[config.mk]
export PLATFORM = sky130hd
export DESIGN_NAME = bbrc_regulator
export DESIGN_NICKNAME = d
export VERILOG_FILES = /design/src/bbrc_regulator.v
export VERILOG_INCLUDE_DIRS = /design/src
export SDC_FILE = /design/constraint.sdc
export NUM_CORES = 1
export LEC_CHECK = 0
export BUFFER_PORTS_ARGS = -buffer_cell sky130_fd_sc_hd__buf_2
export CELL_PAD_IN_SITES_DETAIL_PLACEMENT = 0
export CELL_PAD_IN_SITES_GLOBAL_PLACEMENT = 1
export CORE_MARGIN = 1
export CORE_UTILIZATION = 30
export DETAILED_ROUTE_END_ITERATION = 10
export HOLD_SLACK_MARGIN = 0.08
export PLACE_DENSITY_LB_ADDON = 0.1
export SETUP_SLACK_MARGIN = 0.02
export SLEW_MARGIN = 20
export SYNTH_ARGS = -nofsm -noshare
export SYNTH_HDL_FRONTEND = slang
export SYNTH_SLANG_ARGS = --single-unit
[constraint.sdc]
create_clock -name pclk -period 2.9 [get_ports pclk]
set_input_delay 0 -clock pclk [delete_from_list [all_inputs] [get_ports pclk]]
set_output_delay 0 -clock pclk [all_outputs]
set_load 0.005 [all_outputs]
[src/bbrc_defines.vh]
// constants for the buck/boost regulator control block
`ifndef BBRC_DEFINES_VH
`define BBRC_DEFINES_VH
`define BBRC_A_CTRL      8'h00
`define BBRC_A_STAT      8'h04
`define BBRC_A_IRQ_STAT  8'h08
`define BBRC_A_IRQ_MASK  8'h0C
`define BBRC_MODE_NORMAL  3'd0
`define BBRC_MODE_STOP    3'd1
`define BBRC_MODE_RESTART 3'd2
`define BBRC_MODE_SLEEP   3'd3
`define BBRC_MODE_FAILSAFE 3'd4
`define BBRC_C_BOOST_EN   0
`define BBRC_C_BOOST_V    1
`define BBRC_C_PWM_AUTO   2
`define BBRC_C_PWM_BY_WK  3
`define BBRC_C_PWM_TLAG   4
`define BBRC_CTRL_RESET   5'h04
`define BBRC_S_SW_OPEN    0
`define BBRC_S_SW_SHORT   1
`define BBRC_S_OUT_WIN    2
`define BBRC_S_BST_OPEN   3
`define BBRC_S_BST_SHORT  4
`define BBRC_S_BST_GND    5
`define BBRC_S_STEPUP_ACTIVE_FLAG    6
`define BBRC_NFLAG        7
`define BBRC_DUTY_W       8
`define BBRC_DUTY_MIN     8'h10
`define BBRC_DUTY_MAX     8'hFF
`define BBRC_DUTY_STEP    8'h10
`define BBRC_HOLD_PER     8'h04
`define BBRC_PERIOD       8'hDE
`define BBRC_OC_CUT       8'h20
`define BBRC_BST_NOM      8'h80
`define BBRC_TLAG_LONG_US 1000
`define BBRC_TLAG_SHORT_US 100
`define BBRC_CLK_MHZ      100
`endif

[src/bbrc_regulator.v]
// regulator control: mode gating, soft start, hysteretic boost, status
// Function
// - buck runs in normal, stop, restart; off in sleep and fail-safe.
// - pwm in normal and restart; pwm in stop only after an auto transition or via wake pin.
// - entering stop switches buck to asynchronous pfm.
// - pwm duty may reach full period for low input supply.
// - soft start at power-up, sleep-to-restart and fail-safe-to-restart.
// - start at minimum duty, held periods, then fixed steps upward.
// - at target output leave stepping and regulate normally in pwm.
// - status flags switch-node open, short and out-of-window output.
// - status flags never change mode or configuration.
// - boost allowed only while software enable bit is set.
// - one-bit select picks threshold and hysteresis; boost duty level is fixed.
// - boost starts below threshold, stops above threshold plus hysteresis.
// - active flag set on boost start; clear works only above threshold.
// - boost always fixed-frequency pwm, never pfm.
// - status flags boost pin open, short and lost ground.
// - peak overcurrent on shunt reduces boost duty.
// - clearing the auto bit disables the automatic stop-mode pfm-to-pwm change; wake-pin pwm still works.
`include "bbrc_defines.vh"
module bbrc_regulator #(
  parameter [7:0] SS_STEP = `BBRC_DUTY_STEP,
  parameter [7:0] SS_HOLD = `BBRC_HOLD_PER,
  parameter       TLAG_LONG_CYC  = `BBRC_TLAG_LONG_US * `BBRC_CLK_MHZ,
  parameter       TLAG_SHORT_CYC = `BBRC_TLAG_SHORT_US * `BBRC_CLK_MHZ
) (
  input  wire        pclk,
  input  wire        presetn,
  input  wire        psel,
  input  wire        penable,
  input  wire        pwrite,
  input  wire [7:0]  paddr,
  input  wire [31:0] pwdata,
  output reg  [31:0] prdata,
  output wire        pready,
  output wire        pslverr,
  output wire        irq,
  input  wire [2:0]  sys_mode,
  input  wire        supply_below_th1,
  input  wire        supply_above_hys1,
  input  wire        supply_below_th2,
  input  wire        supply_above_hys2,
  input  wire        main_rail_at_target,
  input  wire        main_rail_out_window,
  input  wire        stepdown_switch_node_open,
  input  wire        stepdown_switch_node_short,
  input  wire        stepup_pin_open,
  input  wire        stepup_pin_short,
  input  wire        stepup_gnd_lost,
  input  wire        stepup_peak_oc,
  input  wire        stepdown_over_pfm_current,
  input  wire        wake_pin,
  input  wire [7:0]  stepdown_loop_duty,
  output reg         stepdown_enable,
  output reg         stepdown_pwm,
  output reg         stepdown_pwm_tick,
  output reg  [7:0]  stepdown_duty,
  output reg         stepdown_soft_start,
  output reg         stepup_enable,
  output reg  [7:0]  stepup_duty,
  output reg         stepup_pwm_tick
);
  localparam ST_OFF  = 3'b001;
  localparam ST_SOFT = 3'b010;
  localparam ST_RUN  = 3'b100;

  // two-flop synchronisers for all pin-side levels
  localparam NS = 15;
  wire [NS-1:0] raw = {stepdown_over_pfm_current, wake_pin, stepup_peak_oc, stepup_gnd_lost,
                       stepup_pin_short, stepup_pin_open, stepdown_switch_node_short,
                       stepdown_switch_node_open, main_rail_out_window, main_rail_at_target,
                       supply_above_hys2, supply_below_th2, supply_above_hys1,
                       supply_below_th1, 1'b0};
  reg [NS-1:0] sy1;
  reg [NS-1:0] sy;
  always @(posedge pclk or negedge presetn) begin
    if (!presetn) begin
      sy1 <= {NS{1'b0}};
      sy  <= {NS{1'b0}};
    end else begin
      sy1 <= raw;
      sy  <= sy1;
    end
  end
  wire s_b1 = sy[1];
  wire s_h1 = sy[2];
  wire s_b2 = sy[3];
  wire s_h2 = sy[4];
  wire s_tgt = sy[5];
  wire s_win = sy[6];
  wire s_swo = sy[7];
  wire s_sws = sy[8];
  wire s_bo  = sy[9];
  wire s_bs  = sy[10];
  wire s_bg  = sy[11];
  wire s_oc  = sy[12];
  wire s_wk  = sy[13];
  wire s_pfm_over = sy[14];

  // control register; mode input is from on-chip logic, no sync
  reg [4:0] ctrl;
  reg [`BBRC_NFLAG-1:0] irq_stat;
  reg [`BBRC_NFLAG-1:0] irq_mask;
  reg stepup_active_flag;

  wire wr = psel & penable & pwrite;
  wire rd = psel & penable & ~pwrite;
  assign pready  = 1'b1;
  assign pslverr = psel & penable & (paddr != `BBRC_A_CTRL) & (paddr != `BBRC_A_STAT) &
                   (paddr != `BBRC_A_IRQ_STAT) & (paddr != `BBRC_A_IRQ_MASK);

  wire mode_on = (sys_mode == `BBRC_MODE_NORMAL) | (sys_mode == `BBRC_MODE_STOP) |
                 (sys_mode == `BBRC_MODE_RESTART);
  wire in_stop = sys_mode == `BBRC_MODE_STOP;
  wire boost_v = ctrl[`BBRC_C_BOOST_V];
  // one selects first threshold, zero the second
  wire below_th = boost_v ? s_b1 : s_b2;
  wire above_off = boost_v ? s_h1 : s_h2;

  // fixed switching period shared by both converters
  reg [7:0] per_cnt;
  wire tick = per_cnt == `BBRC_PERIOD;
  always @(posedge pclk or negedge presetn) begin
    if (!presetn) begin
      per_cnt <= 8'h00;
      stepdown_pwm_tick <= 1'b0;
      stepup_pwm_tick <= 1'b0;
    end else begin
      per_cnt <= tick ? 8'h00 : per_cnt + 8'h01;
      stepdown_pwm_tick <= tick & stepdown_pwm;
      stepup_pwm_tick <= tick & stepup_enable;
    end
  end

  // buck sequencing
  reg [2:0] state;
  reg [2:0] prev_mode;
  reg [7:0] hold_cnt;
  reg       started;
  reg       pwm_forced;
  reg [31:0] lag_cnt;
  wire lag_done = lag_cnt == 32'h0000_0000;
  wire [31:0] lag_load = ctrl[`BBRC_C_PWM_TLAG] ? TLAG_LONG_CYC : TLAG_SHORT_CYC;
  always @(posedge pclk or negedge presetn) begin
    if (!presetn) begin
      state <= ST_OFF;
      prev_mode <= `BBRC_MODE_SLEEP;
      hold_cnt <= 8'h00;
      started <= 1'b0;
      stepdown_duty <= 8'h00;
      pwm_forced <= 1'b0;
      lag_cnt <= 32'h0000_0000;
    end else begin
      prev_mode <= sys_mode;
      case (state)
        ST_OFF: begin
          stepdown_duty <= 8'h00;
          // power-up, sleep or fail-safe into restart
          if (mode_on) begin
            state <= ST_SOFT;
            stepdown_duty <= `BBRC_DUTY_MIN;
            hold_cnt <= 8'h00;
          end
        end
        ST_SOFT: begin
          if (!mode_on)
            state <= ST_OFF;
          else if (s_tgt)
            state <= ST_RUN;
          else if (tick) begin
            if (hold_cnt == SS_HOLD - 8'h01) begin
              hold_cnt <= 8'h00;
              if (stepdown_duty > `BBRC_DUTY_MAX - SS_STEP)
                stepdown_duty <= `BBRC_DUTY_MAX;
              else
                stepdown_duty <= stepdown_duty + SS_STEP;
            end else
              hold_cnt <= hold_cnt + 8'h01;
          end
        end
        ST_RUN: begin
          if (!mode_on)
            state <= ST_OFF;
          else
            stepdown_duty <= stepdown_loop_duty; // ff duty allowed
        end
        default: state <= ST_OFF;
      endcase
      // stop entry: back to pfm, arm transition lag
      if (in_stop && prev_mode != `BBRC_MODE_STOP) begin
        pwm_forced <= 1'b0;
        lag_cnt <= lag_load;
      end else if (!in_stop)
        pwm_forced <= 1'b0;
      else begin
        if (!lag_done)
          lag_cnt <= lag_cnt - 32'h0000_0001;
        // auto change only while auto bit set
        else if (ctrl[`BBRC_C_PWM_AUTO] && s_pfm_over)
          pwm_forced <= 1'b1;
      end
      started <= 1'b1;
    end
  end

  // pwm in normal/restart; in stop only via auto or wake pin
  wire stop_pwm = pwm_forced | (ctrl[`BBRC_C_PWM_BY_WK] & s_wk);
  always @(posedge pclk or negedge presetn) begin
    if (!presetn) begin
      stepdown_enable <= 1'b0;
      stepdown_pwm <= 1'b0;
      stepdown_soft_start <= 1'b0;
    end else begin
      stepdown_enable <= mode_on & (state != ST_OFF);
      stepdown_pwm <= mode_on & (in_stop ? stop_pwm : 1'b1);
      stepdown_soft_start <= state == ST_SOFT;
    end
  end

  // hysteretic boost
  wire boost_allowed = ctrl[`BBRC_C_BOOST_EN] & mode_on &
                       (sys_mode != `BBRC_MODE_RESTART | ctrl[`BBRC_C_BOOST_EN]);
  reg boost_on;
  always @(posedge pclk or negedge presetn) begin
    if (!presetn) begin
      boost_on <= 1'b0;
      stepup_enable <= 1'b0;
      stepup_duty <= 8'h00;
    end else begin
      if (!boost_allowed)
        boost_on <= 1'b0;
      else if (below_th)
        boost_on <= 1'b1;
      else if (above_off)
        boost_on <= 1'b0;
      // gate by allowed too, so a mode drop stops the switch at once
      stepup_enable <= boost_on & boost_allowed;
      // peak overcurrent cuts duty
      if (!boost_on)
        stepup_duty <= 8'h00;
      else if (s_oc)
        stepup_duty <= `BBRC_BST_NOM - `BBRC_OC_CUT;
      else
        stepup_duty <= `BBRC_BST_NOM;
    end
  end
  wire boost_start = boost_allowed & below_th & ~boost_on;

  // status: informational only; of the registers below, only ctrl feeds mode logic
  wire [`BBRC_NFLAG-1:0] live;
  assign live[`BBRC_S_SW_OPEN]  = s_swo;
  assign live[`BBRC_S_SW_SHORT] = s_sws;
  assign live[`BBRC_S_OUT_WIN]  = s_win;
  assign live[`BBRC_S_BST_OPEN] = s_bo;
  assign live[`BBRC_S_BST_SHORT] = s_bs;
  assign live[`BBRC_S_BST_GND]  = s_bg;
  assign live[`BBRC_S_STEPUP_ACTIVE_FLAG]  = boost_start;
  wire rd_irq = rd & (paddr == `BBRC_A_IRQ_STAT);
  wire wr_stat = wr & (paddr == `BBRC_A_STAT);

  always @(posedge pclk or negedge presetn) begin
    if (!presetn) begin
      ctrl <= `BBRC_CTRL_RESET;
      irq_mask <= {`BBRC_NFLAG{1'b0}};
      irq_stat <= {`BBRC_NFLAG{1'b0}};
      stepup_active_flag <= 1'b0;
    end else begin
      if (wr && paddr == `BBRC_A_CTRL)
        ctrl <= pwdata[4:0];
      if (wr && paddr == `BBRC_A_IRQ_MASK)
        irq_mask <= pwdata[`BBRC_NFLAG-1:0];
      // read clears; a new event in the same cycle wins
      irq_stat <= (rd_irq ? {`BBRC_NFLAG{1'b0}} : irq_stat) | live;
      // set on start; write-one clear only above threshold
      if (boost_start)
        stepup_active_flag <= 1'b1;
      else if (wr_stat && pwdata[`BBRC_S_STEPUP_ACTIVE_FLAG] && !below_th)
        stepup_active_flag <= 1'b0;
    end
  end
  assign irq = |(irq_stat & irq_mask);

  always @(posedge pclk or negedge presetn) begin
    if (!presetn)
      prdata <= 32'h0000_0000;
    else if (psel && !penable && !pwrite) begin
      case (paddr)
        `BBRC_A_CTRL:     prdata <= {27'h000_0000, ctrl};
        `BBRC_A_STAT:     prdata <= {25'h000_0000, stepup_active_flag, live[5:0]};
        `BBRC_A_IRQ_STAT: prdata <= {25'h000_0000, irq_stat};
        `BBRC_A_IRQ_MASK: prdata <= {25'h000_0000, irq_mask};
        default:          prdata <= 32'h0000_0000;
      endcase
    end
  end
endmodule

Yosys cells after proc, flatten, opt, wreduce, memory -nomap -nowiden
Cells that the tools add are included.

storage, ports and cells
  latch bits = 0
  memory bits (writable) = 0
  bits in read-only memories = 0
  register bits after elaboration = 158
  logic and storage cells = 147
  bits of input ports = 70
  memories kept = 0
  output and inout bits = 57

cells by class
  add/sub/neg operators = 4
  magnitude comparators = 1
  bitwise logic cells = 27
  muxes and demuxes = 40
  reduce and logical (&&, ||, !) cells = 25
  eq/ne operators = 28
  $mul = 0
  shift-type cells = 0
  divide/modulo/power cells = 0

operator list
  cell                     number
  $mux W8                  14
  $mux W32                 3
  $logic_not A32 Y1        1
  $sub A32 B1 Y32 const B  1
  $pmux W7 S4              1
  $pmux W8 S3              1
  $and A1 B1 Y1            19
  $mux W17                 1
  $add A8 B1 Y8 const B    2
  $eq A8 B4 Y1 const B     2
  $ne A8 B4 Y1 const B     2
  $pmux W8 S2              1
  $ne A2 B2 Y1 const B     7
  $mux W1                  12
  $mux W3                  4
  $ne A3 B1 Y1 const B     4
  $pmux W3 S3              1
  $add A8 B5 Y8 const B    1
  $eq A8 B2 Y1 const B     1
  $eq A8 B3 Y1 const B     1
  $eq A8 B8 Y1 const B     1
  $gt A8 B8 Y1 const B     1
  $logic_and A1 B1 Y1      8
  $logic_not A8 Y1         1
  23 further kinds         35

Logic depth before layout (Yosys ltp)
  depth after elaboration = 8
  mapped depth = 10
  depth with buffers taken out = 8

Worst setup path before layout
No wires, ideal clock.

  path kind = reg-to-reg
  start point = register lag_cnt[0]
  end point = register lag_cnt[23]
  buffers on the path = 2
  required time = 2772 ps
  clock period less this slack = 2495 ps
  data arrival time = 2367 ps
  library setup time = 128 ps
  stages on the path, launching flop included = 11
  path slack = 405 ps
  cells stage by stage = dfrtp_1 > inv_1 > ha_1 > or4b_4 > or4_4 > buf_6 > o31ai_4 > buf_6 > a21oi_1 > o21ai_0 > o31ai_1

between the ends
  longest elaborated chain between the ends = 4
  elaborated cells between the ends (all ways) = 7
  classes of those cells = add/sub: 1; eq/ne: 1; mux: 3; reduce/logical: 2

RTL lines
  what                    line                  text
  start, declared         bbrc_regulator.v:141  reg [31:0] lag_cnt;
  start signal, assigned  bbrc_regulator.v:192  lag_cnt <= lag_load;
  start signal, assigned  bbrc_regulator.v:197  lag_cnt <= lag_cnt - 32'h0000_0001;
  $sub A32 B1 Y32         bbrc_regulator.v:197
  $mux W32                bbrc_regulator.v:196  if (!lag_done)
  $mux W32                bbrc_regulator.v:193  end else if (!in_stop)
  $mux W32                bbrc_regulator.v:190  if (in_stop && prev_mode != `BBRC_MODE_STOP) begin

Parallel ways exist; a longest one is shown, timed or not. The select of a mux whose other input is x is not followed.
A chain may end at the register's enable or synchronous reset.

Final worst setup path
  start point = input port paddr[7]
  end point = register ctrl[3]

between the ends
  longest elaborated chain between the ends = 2

RTL lines
  what                                  line                  text
  start, declared                       bbrc_regulator.v:32   input wire [7:0] paddr,
  $logic_not A8 Y1                      -
  $logic_and A1 B1 Y1 (no source line)  -
  end signal, assigned                  bbrc_regulator.v:263  ctrl <= `BBRC_CTRL_RESET;
  end signal, assigned                  bbrc_regulator.v:269  ctrl <= pwdata[4:0];
  end, declared                         bbrc_regulator.v:101  reg [4:0] ctrl;

No other way between the ends.

==> metrics.md <==
| Metric | Value |
|---|---|
| Run status | finished clean |
| Total Routing Usage GR | 0.156 |
| Synth cell types | 63 |
| PwrDens | ~590 mW/mm2 |
| Synth top area share | 0.516 |
| Largest net degree at the start of global routing | 108 |
| DR WL/cell | approximately 15 um |
| Final nets | about 760 |
| Final worst path period share | 0.914 |
| First-pass GRT wire length | between 20000 and 25000 um |
| Worst-case clock buffer depth | 2 |
| Final Hold Fails | 0 |
| Clk sinks | about 130 |
| RSZ-0062 raised after global routing | false |
| Die height | ~140 um |
| Layout area overhead | 26.8% |
| TritonCTS clock tree | done |
| Cells after Synth | between 500 and 600 |
| CP max FO | 6 |
| Final TNS setup | 0 ns |
| Top Ports | approximately 130 |
| WL met1 | a little over 7000 um |
| Setup crit end kind | flop |
| Syn avg cell area | 10.6 um2 |
| Reg-to-Reg Start | lag_cnt[0]$_DFFE_PN0P_ |
| Slew headroom | 0.418 |
| Top_reg_cell synth | dfrtp_1 |
| Clk slew on worst S/H paths | 0.06 ns |
| Max cap viols | 0 |
| Arrival time at the worst endpoint | between 2 and 3 ns |
| Initial antenna violation count | 0 |
| Global route total overflow | 0 |
| # H-tree levels | 4 |
| DR vias/cell | around 4.8 |
| First-pass DRT Iterations | 6 |
| Num rows | 51 |
| Minimum setup slack among reg-to-reg paths | between 0.2 and 0.3 ns |
| # diodes | 0 |
| Hold/Removal Path Class | primary input to flop |
| Slew @ Worst Pin | between 0.8 and 0.9 ns |
| Fin area | approximately 0.0076 mm2 |
| Fill cells | approximately 1900 |
| Maximum VDD drop | 369 uV |
| Die W | around 140 um |
| Root Buffer Master | clkbuf_16 |
| CP Class | primary input to flop |
| Worst Setup Start Kind | primary input |
| Warnings from Yosys | 0 |
| Routed wire length on met2 | 6880 um |
| TritonCTS Buffers | 17 |
| P_leak | 3.42 nW |
| DRC | 0 |
| Setup violators final | 0 |
| Core area | about 0.02 mm2 |
| Final worst path period need | 2.65 ns |
| Top Metal Used | met4 |
| Met3 routed WL | approximately 520 um |
| Area of the die | 0.0205 mm2 |
| R2R Path End | lag_cnt[26]$_DFFE_PN0P_ |
| Detailed placement HPWL | around 10000 um |
| PortBufs | 70 |
| Initial DRC count | between 200 and 250 |
| Detailed Route WL | between 10000 and 15000 um |
| Asr flop ratio synth | 1.00 |
| FF-to-FF path depth | 9 |
| Cell taking the most area after synthesis | dfrtp_1 |
| Top cells by area, synth | dfrtp_1, buf_4, o21ai_0 |
| Register area share after synthesis | 0.533 |
| Setup Buffers After CTS | 0 |
| End of the worst hold path | prdata[5]$_DFFE_PN0P_ |
| Synthesized area | about 0.0060 mm2 |
| Req. time, crit path | 3.21 ns |
| Layout cell share with drive strength beyond 1 | 0.223 |
| Yosys reg bits | around 130 |
| Gp weighted congestion | 0.753 |
| Vias in the first global route | roughly 4600 |
| Fin. max-slew vios | 0 |
| Placement Cell Area | roughly 0.0066 mm2 |
| Clk_lat worst skew | roughly 0.43 ns |
| Maximum clock frequency | around 0.38 GHz |
| Starting Density | 0.307 |
| ANT nets after route | 0 |
| Worst Hold Depth | 4 |
| HP Start | pwrite |
| Number of synthesized flops with an enable pin | 0 |
| Via count of the routed design | around 4600 |
| Final Skew | between 0.009 and 0.01 ns |
## state kept, by name, indices dropped and copies added (netlist names), 2 cells and up
register and count:
lag_cnt 32, sy1 14, sy 14, hold_cnt 8, per_cnt 8, stepdown_duty 8
irq_mask 7, irq_stat 7, prdata 7, ctrl 5, prev_mode 3, state 3
stepup_duty 2
## layout make-up
cell class	count	area [um2]	area share
Timing Repair Buffer	127	892	0.118
Clock buffer	18	439	0.0581
Sequential cell	127	3180	0.421
Tap cell	265	332	0.0438
Multi-Input combinational cell	402	2520	0.333
Inverter	13	48.8	0.00645
Clock inverter	14	149	0.0197
## worst max-delay path by stage
stage                                start                 endpoint  slack (ns)
floorplan           lag_cnt[0]$_DFFE_PN0P_  lag_cnt[23]$_DFFE_PN0P_        0.41
global placement    lag_cnt[0]$_DFFE_PN0P_  lag_cnt[19]$_DFFE_PN0P_        0.30
detailed placement  lag_cnt[0]$_DFFE_PN0P_  lag_cnt[23]$_DFFE_PN0P_        0.26
CTS                 lag_cnt[0]$_DFFE_PN0P_  lag_cnt[23]$_DFFE_PN0P_        0.26
global route        lag_cnt[0]$_DFFE_PN0P_   lag_cnt[8]$_DFFE_PN0P_        0.04
finish                            paddr[7]      ctrl[3]$_DFFE_PN0P_        0.25
## critical path, cell delays in order
cell	delay (ns)
dlygate4sd3_1	0.53
buf_2	0.11
or4_1	0.48
nor3_1	0.14
dlygate4sd3_1	0.57
buf_4	0.13
nor3b_1	0.36
nand2_1	0.31
mux2_2	0.34
## Yosys cell counts, types with 4 or more instances
library cell  instances
and2_1                5
or2_2                 4
nand2_1              43
o31ai_1               8
a2bb2oi_1             5
o22ai_1               4
nor4_1               11
nor3_1               14
nand2b_1              6
xnor2_1               6
nor2b_1               4
dfrtp_1             123
nand4_1               5
a21oi_1              19
xor2_1                7
clkbuf_1             14
buf_4                32
a22oi_1               6
dfstp_2               4
a22o_1                5
o21ai_0              45
a31oi_1              11
a21o_1               10
nand3_1              21
or3_1                 5
nor2_1               38
mux2_2               16
and3_1               14
inv_1                13
ha_1                  6
nor3b_1               5
## logic make-up after synthesis
logic type	share of synthesized area
other cells	0.00126
simple gates	0.174
xor+xnor	0.0191
fa+ha+maj	0.0126
compound gates	0.150
buf+inv	0.0633
flops	0.533
mux	0.0465
## power by group
part | switching, W | total, W | internal [W]
Combinational | 0.000235 | 0.000436 | 0.000202
Sequential | 0.0000728 | 0.00193 | 0.00186
Clock | 0.000892 | 0.00213 | 0.00123
## metal layers
layer,GRT usage,vias to the layer above
met5,0,-
met4,0.0640,0
met3,0.0376,17
met2,0.250,111
met1,0.200,2274
li1,-,2234
## metrics by stage
stage               std cells  hold slack (ns)  utilization  power [W]  setup WS, ns
finish                    966           0.0934        0.389    0.00449         0.248
global route              966           0.0987        0.389    0.00470        0.0406
CTS                       966           0.0833        0.389    0.00456         0.259
detailed placement        892            0.109        0.337    0.00236         0.264
global placement          892            0.108        0.337    0.00236         0.300
floorplan                 593           -0.296            -    0.00220         0.405
## timing repair
action / 4_1_cts / 5_1_grt
resized for setup: 0 / 0
endpoints found under the hold margin: 145 / 0
hold buffers: 42 / 0
## layout by cell type (no fill, tap or decap), drive strengths merged, types with 4 or more instances in the layout
master | Yosys | final
dfrtp | 123 | 123
a31oi | 11 | 11
or4 | 5 | 5
o31ai | 9 | 9
a22o | 5 | 5
a21oi | 19 | 19
xnor2 | 6 | 6
a22oi | 6 | 6
a2bb2oi | 5 | 5
nand4 | 5 | 5
xor2 | 7 | 7
mux2 | 16 | 16
nand2b | 6 | 6
nand2 | 43 | 43
ha | 6 | 6
or3 | 5 | 5
dlygate4sd3 | 0 | 42
and2 | 5 | 5
and3 | 14 | 14
or2 | 4 | 4
nor2 | 40 | 40
conb | 2 | 31
clkinv | 0 | 4
nor3 | 15 | 15
nor4 | 11 | 11
buf | 37 | 84
o21ai | 46 | 46
nor3b | 5 | 5
nor2b | 4 | 4
inv | 13 | 20
clkbuf | 14 | 19
o22ai | 4 | 4
nand3 | 21 | 21
a21o | 10 | 10
dfstp | 4 | 4
Note: power is estimated with default switching activity, not from simulation.
